## config.mk

```make
export PLATFORM = sky130hd
export DESIGN_NAME = slc_top
export DESIGN_NICKNAME = d
export VERILOG_FILES = /design/src/design/slc_pkg.sv /design/src/design/slc_clock_divider.sv /design/src/design/slc_pin_map.sv /design/src/design/slc_top.sv
export SDC_FILE = /design/constraint.sdc
export NUM_CORES = 1
export LEC_CHECK = 0
export ABC_AREA = 1
export BUFFER_PORTS_ARGS = -buffer_cell sky130_fd_sc_hd__buf_2
export CAP_MARGIN = 0
export CORE_MARGIN = 2
export CORE_UTILIZATION = 35
export DETAILED_ROUTE_END_ITERATION = 6
export GPL_ROUTABILITY_DRIVEN = 1
export PLACE_DENSITY_LB_ADDON = 0.25
export REMOVE_ABC_BUFFERS = 1
export SETUP_SLACK_MARGIN = 0.1
export SYNTH_ARGS = -nofsm -noshare
export SYNTH_HDL_FRONTEND = slang
export SYNTH_SLANG_ARGS = --single-unit
```

## constraint.sdc

```tcl
create_clock -name clock -period 3 [get_ports clock]
set_input_delay 0.15 -clock clock [delete_from_list [all_inputs] [get_ports clock]]
set_output_delay 0.15 -clock clock [all_outputs]
set_load 0.05 [all_outputs]
```

## src/design/slc_pkg.sv

```systemverilog
package slc_pkg;
  // register indexes as printed; byte address is four times the index
  localparam logic [15:0] PORT_CTL_INDEX = 16'hffc0;
  localparam logic [15:0] CTL_INDEX      = 16'hffc1;
  localparam logic [15:0] CTL_TWO_INDEX  = 16'hffc2;
  localparam int          ADDR_WIDTH     = 18;
  localparam logic [17:0] PORT_CTL_ADDR  = {PORT_CTL_INDEX, 2'b00};
  localparam logic [17:0] CTL_ADDR       = {CTL_INDEX, 2'b00};
  localparam logic [17:0] CTL_TWO_ADDR   = {CTL_TWO_INDEX, 2'b00};

  // reset values
  localparam logic [7:0] PORT_CTL_RESET = 8'h00;
  localparam logic [7:0] CTL_RESET      = 8'h80;
  localparam logic [7:0] CTL_TWO_RESET  = 8'h60;

  // port control fields
  localparam int DUTY_MSB      = 7;
  localparam int DUTY_LSB      = 6;
  localparam int COMMON_PAR    = 5;
  localparam int EXPANSION_SEL = 4;
  localparam int SPAN_MSB      = 3;
  localparam int SPAN_LSB      = 0;

  // control fields
  localparam int POWER_SWITCH  = 6;
  localparam int FUNCTION_ON   = 5;
  localparam int SHOW_RAM      = 4;
  localparam int FRAME_SRC     = 3;
  localparam int FRAME_MSB     = 2;
  localparam int FRAME_LSB     = 0;

  // control two fields
  localparam int WAVEFORM_SEL  = 7;
  localparam int BOOST_SEL     = 4;
  localparam int CHARGE_MSB    = 3;
  localparam int CHARGE_LSB    = 0;

  // duty encodings
  typedef enum logic [1:0] {
    SLC_DUTY_STATIC  = 2'h0,
    SLC_DUTY_HALF    = 2'h1,
    SLC_DUTY_THIRD   = 2'h2,
    SLC_DUTY_QUARTER = 2'h3
  } slc_duty_t;

  // charge pulse phase counter width (one frame of 32 operating ticks)
  localparam int CHARGE_PHASE_WIDTH = 5;
  localparam logic [3:0] CHARGE_NEVER = 4'h7;

  // system clock divider width: divide by 2 up to 256
  localparam int SYS_DIV_WIDTH = 8;
  localparam int SUB_DIV_WIDTH = 2;
endpackage

```

## src/design/slc_clock_divider.sv

```systemverilog
`timescale 1ns/1ns
// makes the operating clock enable from the subclock tick or the system clock
module slc_clock_divider
(
  input  wire logic       clock,
  input  wire logic       rstSync,
  input  wire logic       run,
  input  wire logic       subClockTick,
  input  wire logic [3:0] frameSelect,
  output logic            opTick
);
  logic [slc_pkg::SYS_DIV_WIDTH-1:0] sysCount;
  logic [slc_pkg::SUB_DIV_WIDTH-1:0] subCount;
  logic                              next_opTick;

  // free counters, held cleared while the controller is halted
  always_ff @(posedge clock or negedge rstSync)
  begin
    if (!rstSync)
    begin
      sysCount <= '0;
      subCount <= '0;
    end
    else if (!run)
    begin
      sysCount <= '0;
      subCount <= '0;
    end
    else
    begin
      sysCount <= sysCount + 8'h01;
      if (subClockTick)
        subCount <= subCount + 2'h1;
    end
  end

  // tick when the selected low bits of the count are all ones
  always_comb
  begin
    next_opTick = 1'b0;
    if (frameSelect[3])
      next_opTick = &(sysCount | ~((8'h02 << frameSelect[2:0]) - 8'h01));
    else if (subClockTick)
    begin
      case (frameSelect[1:0])
        2'h0:    next_opTick = 1'b1;
        2'h1:    next_opTick = subCount[0];
        default: next_opTick = &subCount;
      endcase
    end
  end

  always_ff @(posedge clock or negedge rstSync)
  begin
    if (!rstSync)
      opTick <= 1'b0;
    else
      opTick <= next_opTick & run;
  end
endmodule

```

## src/design/slc_pin_map.sv

```systemverilog
`timescale 1ns/1ns
// decodes segment pin use and common pin use
module slc_pin_map
(
  input  wire logic [1:0]  duty,
  input  wire logic        commonParallel,
  input  wire logic        expansionSelect,
  input  wire logic [3:0]  span,
  output logic      [31:0] segDriver,
  output logic             expansionOn,
  output logic      [3:0]  commonDrive
);
  logic [3:0] commonUsed;

  // driver span, bit 31 is the highest segment pin
  always_comb
  begin
    segDriver   = 32'h0000_0000;
    expansionOn = 1'b0;
    if (!expansionSelect)
    begin
      casez (span)
        4'b1???: segDriver = 32'hffff_ffff;
        4'b011?: segDriver = 32'hffff_ff00;
        4'b010?: segDriver = 32'hffff_0000;
        4'b001?: segDriver = 32'hff00_0000;
        default: segDriver = 32'h0000_0000;
      endcase
    end
    else if (span == 4'h0)
      expansionOn = 1'b1;
  end

  // commons used at the duty, unused ones join in parallel on request
  always_comb
  begin
    case (duty)
      2'h0:    commonUsed = 4'h1;
      2'h1:    commonUsed = 4'h3;
      2'h2:    commonUsed = 4'h7;
      default: commonUsed = 4'hf;
    endcase
    commonDrive = commonParallel ? 4'hf : commonUsed;
  end
endmodule

```

## src/design/slc_top.sv

```systemverilog
`timescale 1ns/1ns
module slc_top
(
  input  wire logic        clock,
  input  wire logic        rstn,
  // apb slave
  input  wire logic        psel,
  input  wire logic        penable,
  input  wire logic        pwrite,
  input  wire logic [17:0] paddr,
  input  wire logic [31:0] pwdata,
  input  wire logic [3:0]  pstrb,
  output logic      [31:0] prdata,
  output logic             pready,
  output logic             pslverr,
  // chip state
  input  wire logic        standbyMode,
  input  wire logic        subClockTick,
  // controls toward the waveform generator and supply
  output logic             controllerRun,
  output logic             operatingTick,
  output logic      [1:0]  dutySelect,
  output logic      [3:0]  backplaneLineEnable,
  output logic      [31:0] panelDriveLineEnable,
  output logic             expansionPinsOn,
  output logic             showRamData,
  output logic             drivePowerOn,
  output logic             waveformTypeB,
  output logic             boostRun,
  output logic             chargeConnect
);
  ////////////////////////////////////////////////////////////////////
  // reset synchroniser
  logic                                   rstMeta;
  logic                                   rstSync;

  // bus decode and read path
  logic                                   accessDone;
  logic                                   writeTaken;
  logic                                   hitPort;
  logic                                   hitCtl;
  logic                                   hitCtlTwo;
  logic                                   hitAny;
  logic [7:0]                             readByte;

  // software registers and the copies the controller works from
  logic [7:0]                             panelPortControl;
  logic [7:0]                             panelControl;
  logic [7:0]                             panelControlTwo;
  logic [7:0]                             portApplied;
  logic [7:0]                             ctlApplied;
  logic [7:0]                             ctlTwoApplied;

  // controller timing and decode results
  logic                                   run;
  logic                                   opTick;
  logic [31:0]                            next_segEnable;
  logic                                   next_expansion;
  logic [3:0]                             next_commonEnable;
  logic [slc_pkg::CHARGE_PHASE_WIDTH-1:0] chargePhase;
  logic                                   next_chargeConnect;

  ////////////////////////////////////////////////////////////////////
  // reset release through two flops
  always_ff @(posedge clock or negedge rstn)
  begin
    if (!rstn)
    begin
      rstMeta <= 1'b0;
      rstSync <= 1'b0;
    end
    else
    begin
      rstMeta <= 1'b1;
      rstSync <= rstMeta;
    end
  end

  ////////////////////////////////////////////////////////////////////
  // address decode; registers sit at four times their index
  assign hitPort    = (paddr == slc_pkg::PORT_CTL_ADDR);
  assign hitCtl     = (paddr == slc_pkg::CTL_ADDR);
  assign hitCtlTwo  = (paddr == slc_pkg::CTL_TWO_ADDR);
  assign hitAny     = hitPort | hitCtl | hitCtlTwo;

  // access completes on the cycle pready is shown high
  assign accessDone = psel & penable & pready;
  assign writeTaken = accessDone & pwrite & pstrb[0];

  // one wait state: pready rises in the second access cycle
  always_ff @(posedge clock or negedge rstSync)
  begin
    if (!rstSync)
      pready <= 1'b0;
    else
      pready <= psel & penable & ~pready;
  end

  // error answer for unmapped addresses
  always_ff @(posedge clock or negedge rstSync)
  begin
    if (!rstSync)
      pslverr <= 1'b0;
    else
      pslverr <= psel & penable & ~pready & ~hitAny;
  end

  ////////////////////////////////////////////////////////////////////
  // read mux, byte data in the low lane
  always_comb
  begin
    readByte = 8'h00;
    if (hitPort)
      readByte = panelPortControl;
    else if (hitCtl)
      readByte = panelControl;
    else if (hitCtlTwo)
      readByte = panelControlTwo;
  end

  // read data loads in the wait cycle and clears once the access ends
  always_ff @(posedge clock or negedge rstSync)
  begin
    if (!rstSync)
      prdata <= 32'h0000_0000;
    else if (psel & penable & ~pready & ~pwrite)
      prdata <= {24'h00_0000, readByte};
    else if (accessDone)
      prdata <= 32'h0000_0000;
  end

  ////////////////////////////////////////////////////////////////////
  // software registers; a halt keeps their contents
  always_ff @(posedge clock or negedge rstSync)
  begin
    if (!rstSync)
      panelPortControl <= slc_pkg::PORT_CTL_RESET;
    else if (writeTaken & hitPort & ~pslverr)
      panelPortControl <= pwdata[7:0];
  end

  // control: power, function, display data and frame clock
  always_ff @(posedge clock or negedge rstSync)
  begin
    if (!rstSync)
      panelControl <= slc_pkg::CTL_RESET;
    else if (writeTaken & hitCtl & ~pslverr)
      panelControl <= pwdata[7:0];
  end

  // control two: waveform, supply source and charge pulse duty
  always_ff @(posedge clock or negedge rstSync)
  begin
    if (!rstSync)
      panelControlTwo <= slc_pkg::CTL_TWO_RESET;
    else if (writeTaken & hitCtlTwo & ~pslverr)
      panelControlTwo <= pwdata[7:0];
  end

  ////////////////////////////////////////////////////////////////////
  // controller runs only while the function bit is set
  assign run = panelControl[slc_pkg::FUNCTION_ON];

  // applied copies follow the registers at each operating tick;
  // while halted they follow at once so a restart uses fresh values
  always_ff @(posedge clock or negedge rstSync)
  begin
    if (!rstSync)
    begin
      portApplied   <= slc_pkg::PORT_CTL_RESET;
      ctlApplied    <= slc_pkg::CTL_RESET;
      ctlTwoApplied <= slc_pkg::CTL_TWO_RESET;
    end
    else if (opTick | ~run)
    begin
      portApplied   <= panelPortControl;
      ctlApplied    <= panelControl;
      ctlTwoApplied <= panelControlTwo;
    end
  end

  ////////////////////////////////////////////////////////////////////
  // operating clock enable from subclock or system clock
  // the divider reads the live register so a new rate starts at once
  slc_clock_divider clockDivider
  (
    .clock        (clock),
    .rstSync      (rstSync),
    .run          (run),
    .subClockTick (subClockTick),
    .frameSelect  (panelControl[slc_pkg::FRAME_SRC:slc_pkg::FRAME_LSB]),
    .opTick       (opTick)
  );

  ////////////////////////////////////////////////////////////////////
  // pin use decode from the applied port control
  slc_pin_map pinMap
  (
    .duty            (portApplied[slc_pkg::DUTY_MSB:slc_pkg::DUTY_LSB]),
    .commonParallel  (portApplied[slc_pkg::COMMON_PAR]),
    .expansionSelect (portApplied[slc_pkg::EXPANSION_SEL]),
    .span            (portApplied[slc_pkg::SPAN_MSB:slc_pkg::SPAN_LSB]),
    .segDriver       (next_segEnable),
    .expansionOn     (next_expansion),
    .commonDrive     (next_commonEnable)
  );

  ////////////////////////////////////////////////////////////////////
  // pin and duty outputs; a halted controller drives no pins, the duty select still follows
  always_ff @(posedge clock or negedge rstSync)
  begin
    if (!rstSync)
    begin
      dutySelect           <= slc_pkg::SLC_DUTY_STATIC;
      backplaneLineEnable  <= 4'h0;
      panelDriveLineEnable <= 32'h0000_0000;
      expansionPinsOn      <= 1'b0;
    end
    else
    begin
      dutySelect           <= portApplied[slc_pkg::DUTY_MSB:slc_pkg::DUTY_LSB];
      backplaneLineEnable  <= run ? next_commonEnable : 4'h0;
      panelDriveLineEnable <= run ? next_segEnable : 32'h0000_0000;
      // illegal expansion plus span leaves all segment pins as ports
      expansionPinsOn      <= run & next_expansion;
    end
  end

  ////////////////////////////////////////////////////////////////////
  // display data and waveform selection
  always_ff @(posedge clock or negedge rstSync)
  begin
    if (!rstSync)
    begin
      showRamData   <= 1'b0;
      waveformTypeB <= 1'b0;
    end
    else
    begin
      showRamData   <= run & ctlApplied[slc_pkg::SHOW_RAM];
      // waveform choice is not gated, it only shapes the drive
      waveformTypeB <= ctlTwoApplied[slc_pkg::WAVEFORM_SEL];
    end
  end

  ////////////////////////////////////////////////////////////////////
  // drive power: off at once on halt or standby
  always_ff @(posedge clock or negedge rstSync)
  begin
    if (!rstSync)
      drivePowerOn <= 1'b0;
    else
      drivePowerOn <= ctlApplied[slc_pkg::POWER_SWITCH] & run & ~standbyMode;
  end

  // step-up regulator runs only when chosen as the drive source
  always_ff @(posedge clock or negedge rstSync)
  begin
    if (!rstSync)
      boostRun <= 1'b0;
    else
      boostRun <= ctlTwoApplied[slc_pkg::BOOST_SEL] & run & ~standbyMode;
  end

  ////////////////////////////////////////////////////////////////////
  // operating tick strobe out, for the waveform generator
  always_ff @(posedge clock or negedge rstSync)
  begin
    if (!rstSync)
    begin
      operatingTick <= 1'b0;
      controllerRun <= 1'b0;
    end
    else
    begin
      operatingTick <= opTick;
      controllerRun <= run;
    end
  end

  ////////////////////////////////////////////////////////////////////
  // charge pulse duty: connection window within a 32 tick cycle
  function automatic logic chargeWindow
  (
    input logic [3:0] sel,
    input logic [4:0] phase
  );
    logic on;
    on = 1'b0;
    casez (sel)
      4'b0000: on = 1'b1;
      4'b0111: on = 1'b0;
      4'b0???: on = ({1'b0, phase[4:2]} < sel);
      4'b10??: on = (phase[4:1] == 4'h0);
      default: on = (phase == 5'h00);
    endcase
    return on;
  endfunction

  // phase advances on each operating tick
  always_ff @(posedge clock or negedge rstSync)
  begin
    if (!rstSync)
      chargePhase <= '0;
    else if (!run)
      chargePhase <= '0;
    else if (opTick)
      chargePhase <= chargePhase + 5'h01;
  end

  // window for the current phase from the applied field
  assign next_chargeConnect =
    chargeWindow(ctlTwoApplied[slc_pkg::CHARGE_MSB:slc_pkg::CHARGE_LSB], chargePhase);

  // connection is held open while halted or in standby
  always_ff @(posedge clock or negedge rstSync)
  begin
    if (!rstSync)
      chargeConnect <= 1'b0;
    else
      chargeConnect <= run & ~standbyMode & next_chargeConnect;
  end
endmodule
```

==> results.cfg, run 1 <==
[run_status]
run_status = complete, no violations

[grt]
grt_overflow = 0
antenna_found_initial = 0
grt_use_total_pct = 14.2
grt_pass1_wl_mm = 15.8
grtUsageMet1_pct = 18.3
grt_use_met3_pct = 3.97
grt-busiest-layer = met2
first_global_vias = 3365
grt_start_max_net_pins = 84
use_met2_pct = 22.5

[drt]
vias = 3537
drcViolationCount = 0
ant_nets = 0
routed_wl_mm = 9.49
firstDrtPassIters = 4
wire_per_inst_microns = 12.2
via_per_inst = 4.55
drt-initial-drc-count = 147

[cts]
cts_tree = built
path_clk_slew_ps = 60
cts_root_buf = clkbuf_16
clkLatencyLatePin_ps = 340
cts_sinks = 85
cts_resized = 0
htreeDepth = 3
cts_made_buffers = 9
clockBufferDepth = 2

[sta]
setup_viol_count_final = 0
tightest_slew_ps = 1050
rsz0062_at_grt = no
relSlewSlack_pct = 29.7
hold_viol = 0
skew_ps = 13.3
slew_viol_final = 0
timing.fmax_mhz = 605
timing.hold.ws_ps = 52.9
fin_crit_sh_pct = 55.1
period_minus_slack_ps = 1650
fin_tns_setup_ps = 0

[layout]
finalInstanceArea_sq_mm = 0.00516
syn_to_final_growth_pct = 13.3
drive_gt1_share_pct = 24.1
nets = 669
n_antenna_cell = 0

[min_path]
holdCritPathClass = in -> reg

[die]
die_h_microns = 118
rows = 41
die-area_sq_mm = 0.0139
pin_count = 141
die_x_microns = 118
initial_utilization_pct = 35.9
coreArea_sq_mm = 0.0127

[setup_path]
worstPathRequired_ps = 3260
worst_setup_path_start_kind = flip-flop
arrival_ps = 1910
critPathKind = reg -> reg
crit_path_end_kind = flip-flop
worstPathMaxFanout = 8

[synth]
synth-adder-area-share_pct = 1.92
ys_ff_latch = 85
ys.warnings.count = 0
muxShareOfSynthArea_pct = 0
syn_area_per_cell_sq_um = 8.40
seq_area_frac_synth_pct = 46.8
synth-xor-area-share_pct = 0
synth_compound_area_share_pct = 7.34
synthDistinctLibCells = 35
syn_inst = 542
synth_top_family_by_area = simple AND/OR/NAND/NOR gates
synth_area_sq_mm = 0.00455
synth_simple_gate_area_share_pct = 26.9

[power]
p_leak_nw = 2.73
peakVddDrop_uv = 274
power.density_mw_per_mm2 = 482

[place]
dpl.hpwl_mm = 6.89
place.gp.congestion = 0.831
placed_cell_area_sq_mm = 0.00483
port-buffer-count = 89

[run]
drv_cap = 0
## routing by layer
metal,vias up,share of wire (%),wire (microns)
met3,16,4.6,436
met1,1631,47,4430
li1,1784,-,-
met2,106,46,4410
met5,-,0,0
met4,0,2.2,207
## Yosys cell counts
cell / count / area, sq um
nand2_1: 123 / 462
dfrtp_1: 82 / 2050
inv_1: 71 / 267
buf_4: 55 / 413
nand4_1: 37 / 231
nand3_1: 30 / 150
o21ai_0: 30 / 150
nor2_1: 25 / 93.8
a21oi_1: 15 / 75.1
o21ai_2: 8 / 70.1
ha_1: 7 / 87.6
or2_2: 6 / 37.5
buf_2: 5 / 25.0
nor2_2: 5 / 31.3
clkbuf_1: 4 / 15.0
inv_2: 4 / 15.0
buf_6: 3 / 33.8
dfstp_2: 3 / 78.8
nand2_2: 3 / 18.8
nand3_4: 3 / 52.6
nor3_1: 3 / 15.0
conb_1: 2 / 7.51
nand3b_1: 2 / 15.0
nor2_4: 2 / 22.5
o21a_1: 2 / 15.0
o21ai_1: 2 / 10.0
or2_0: 2 / 12.5
a31oi_1: 1 / 6.26
and2_1: 1 / 6.26
nand3_2: 1 / 10.0
nor2_8: 1 / 20.0
nor3_4: 1 / 16.3
nor4_1: 1 / 6.26
nor4_4: 1 / 21.3
o21bai_1: 1 / 7.51
## repair_timing
action,CTS,global route
endpoints found under the hold margin,2,0
buffers inserted,0,0
hold buffers,1,0
## placed cells by master, fill, tap and decap left out, types with 4 or more instances in the layout
master	instances
nand2_1	123
buf_2	89
dfrtp_1	81
inv_1	71
nand4_1	37
nand3_1	30
o21ai_0	30
nor2_1	25
conb_1	25
a21oi_1	15
clkbuf_16	9
o21ai_2	8
ha_1	7
or2_2	6
nor2_2	5
inv_2	4
## stage by stage
step | total power (W) | setup slack (ps) | instances | utilization (%)
floorplan | 0.00129 | 180 | 498 | -
global placement | 0.00134 | 1420 | 761 | 38.1
detailed placement | 0.00134 | 1390 | 761 | 38.1
CTS | 0.00253 | 1370 | 778 | 40.7
global route | 0.00260 | 1230 | 778 | 40.7
finish | 0.00249 | 1350 | 778 | 40.7
## path summary, 6_finish.rpt
path	to	slack, ps	start	cells past startpoint
max in group asynchronous	panelControlTwo[0]	1800	rstSync	0
max	clockDivider.opTick	1350	panelControl[1]	9
min	panelControlTwo[5]	50	pwdata[5]	3
max reg2reg	clockDivider.opTick	1350	panelControl[1]	9
min in group asynchronous	rstSync	120	rstn	2
min reg2reg	rstSync	350	rstMeta	0
## flip-flops by register name (all words and copies together), names as in the netlist, 2 cells and up
signal / count
prdata: 8
panelPortControl: 8
chargePhase: 5
panelControlTwo: 8
clockDivider.subCount: 2
panelDriveLineEnable: 4
backplaneLineEnable: 4
panelControl: 8
ctlApplied: 2
dutySelect: 2
portApplied: 8
ctlTwoApplied: 6
clockDivider.sysCount: 8
## kinds of logic (layout without fill, tap and decap cells)
logic type / Yosys count / count (layout)
AND/OR/NAND/NOR: 247 / 247
AO/OA/AOI/OAI: 59 / 59
adder cells (fa/ha/maj): 7 / 7
buffers and inverters: 142 / 183
flip-flops: 85 / 85
other: 2 / 25
## worst max-delay path, cell delays in order (launching register included)
cell and delay, ps:
dfrtp_1 470, nor2_1 210, nand2_1 110, ha_1 270, o21bai_1 170, inv_1 60, nor2_1 30, nor2_1 80
nand2_1 60, a21oi_1 110
## area by class of cell
| cell class | count | area (sq um) |
|---|---|---|
| clock inverter | 6 | 78.8 |
| clock buffer | 10 | 239 |
| multi-input combinational | 338 | 1740 |
| sequential | 85 | 2130 |
| timing repair buffer | 92 | 470 |
| fill | 1289 | 7510 |
| inverter | 75 | 282 |
| tap | 172 | 215 |
## report_power, final
part / switching [W] / internal, W / leakage, nW
Clock: 0.000479 / 0.000685 / 0.157
Sequential: 0.0000223 / 0.00115 / 1.08
Combinational: 0.000121 / 0.0000286 / 1.50
Total: 0.000623 / 0.00186 / 2.73
Note: power is estimated with default switching activity, not from simulation.
==> run 2: changes to the inputs <==
==> constraint.sdc (replaced) <==
create_clock -name clock -period 1.4 [get_ports clock]
set_input_delay 0.07 -clock clock [delete_from_list [all_inputs] [get_ports clock]]
set_output_delay 0.07 -clock clock [all_outputs]
set_load 0.05 [all_outputs]
==> results.cfg, run 2 (synthesis gave the netlist of run 1 again) <==
[drt]
via_per_inst = 4.52
firstDrtPassIters = 4
drcViolationCount = 0
ant_nets = 0
vias = 3712
routed_wl_mm = 10.1
drt-initial-drc-count = 311
wire_per_inst_microns = 12.3

[sta]
setup_viol_count_final = 1
worst_slack_ps = -23.5
timing.fmax_mhz = 702
fin_tns_setup_ps = -23.5
hold_viol = 0
slew_viol_final = 0
fin_crit_sh_pct = 102
timing.hold.ws_ps = 16.0
skew_ps = 8.59
period_minus_slack_ps = 1420
rsz0062_at_grt = yes

[place]
place.gp.congestion = 0.829
port-buffer-count = 89
dpl.hpwl_mm = 7.33
post-place-ws_ps = -129

[layout]
final.fill_count = 1260
n_antenna_cell = 0
nets = 713
layout_commonest_cell = nand2_1
mostFrequentLayoutCells = nand2_1, buf_2, dfrtp_1
syn_to_final_growth_pct = 24.2
drive_gt1_share_pct = 32.8

[cts]
cts_sinks = 85
path_clk_slew_ps = 70
cts_root_buf = clkbuf_16
cts_made_buffers = 9
clkLatencyLatePin_ps = 350
htreeDepth = 3
cts_tree = built
clockBufferDepth = 2

[setup_path]
worstPathMaxFanout = 3
critPathSlowestCell = dfrtp_2
worstPathRequired_ps = 1680
critPathKind = reg -> reg
crit_path_cell_trace = nor2_4 -> nand2_2 -> ha_4 -> o21a_1 -> nand3_1 -> nor2_1 -> nand2_1 -> a21oi_2
cpLargestDelayFamily = simple AND/OR/NAND/NOR gates
crit_path_end_kind = flip-flop
worst-path-stages = 8
worst_setup_path_start_kind = flip-flop
crit_buf_inv = 0
arrival_ps = 1700
slowest_delay_ps = 440
reg2regPathDepth = 8

[grt]
grt_use_total_pct = 15.1
grt_pass1_wl_mm = 16.9
grt_overflow = 0
first_global_vias = 3528
grt_start_max_net_pins = 29
antenna_found_initial = 0

[die]
coreArea_sq_mm = 0.0127
initial_utilization_pct = 35.9
die-area_sq_mm = 0.0139
pin_count = 141
rows = 41
die_x_microns = 118
die_h_microns = 118

[power]
power.density_mw_per_mm2 = 954
total_power_w = 0.00539
p_leak_nw = 2.95
peakVddDrop_uv = 435

[min_path]
holdCritPathClass = in -> reg
whs_path_depth = 3

[run_status]
violations = negative setup slack
run_status = finished with violations

[run]
drv_cap = 0
[run 2: report_power, final]
group / internal [W] / switching (W)
Combinational: 0.0000965 / 0.000297
Sequential: 0.00246 / 0.0000211
Clock: 0.00143 / 0.00108
[run 2: what timing repair did]
action | CTS | global route
hold buffers | 7 | 0
gates cloned | 1 | 0
pin swaps | 8 | 11
buffers inserted | 10 | 8
endpoints found under the hold margin | 11 | 0
setup endpoints to repair | 26 | 37
gates resized for setup | 14 | 22
[run 2: layout make-up]
type	instances	area [sq um]	share of cell area, %
repair buffers	135	866	15.3
clock inverters	7	86.3	1.53
inverters	75	284	5.03
clock buffers	9	225	3.99
well taps	172	215	3.81
flip-flops and latches	85	2140	37.8
multi-input cells	339	1840	32.5
[run 2: final timing paths]
path                            slack [ps]            start                       end
worst min register to register         260          rstSync                   pslverr
worst min-delay path                    20     subClockTick  clockDivider.subCount[1]
max in group asynchronous              550          rstSync        panelControlTwo[0]
worst max-delay path                   -20  panelControl[1]       clockDivider.opTick
worst max register to register         -20  panelControl[1]       clockDivider.opTick
min in group asynchronous               30             rstn                   rstSync
[run 2: per-layer routing]
layer / vias up / wire length, microns / global-route usage [%]
met3: 14 / 544 / 3.73
li1: 1880 / - / -
met2: 133 / 4660 / 23.8
met1: 1685 / 4690 / 20.0
met4: 0 / 193 / 5.95
met5: - / 0 / 0
[run 2: stage by stage]
stage / cell area (sq um) / instances / utilization (%)
finish: 5650 / 822 / 44.6
global route: 5650 / 822 / 44.6
CTS: 5540 / 814 / 43.7
detailed placement: 5010 / 780 / 39.5
global placement: 5010 / 780 / 39.5
floorplan: 4150 / 498 / -
[run 2: worst register-to-register path, delay by kind of cell (launching register included)]
family,cells,cell delay [ps]
and+or+nand+nor,5,450
DFF,1,440
adders and majority gates,1,260
AOI/OAI and AO/OA,2,210
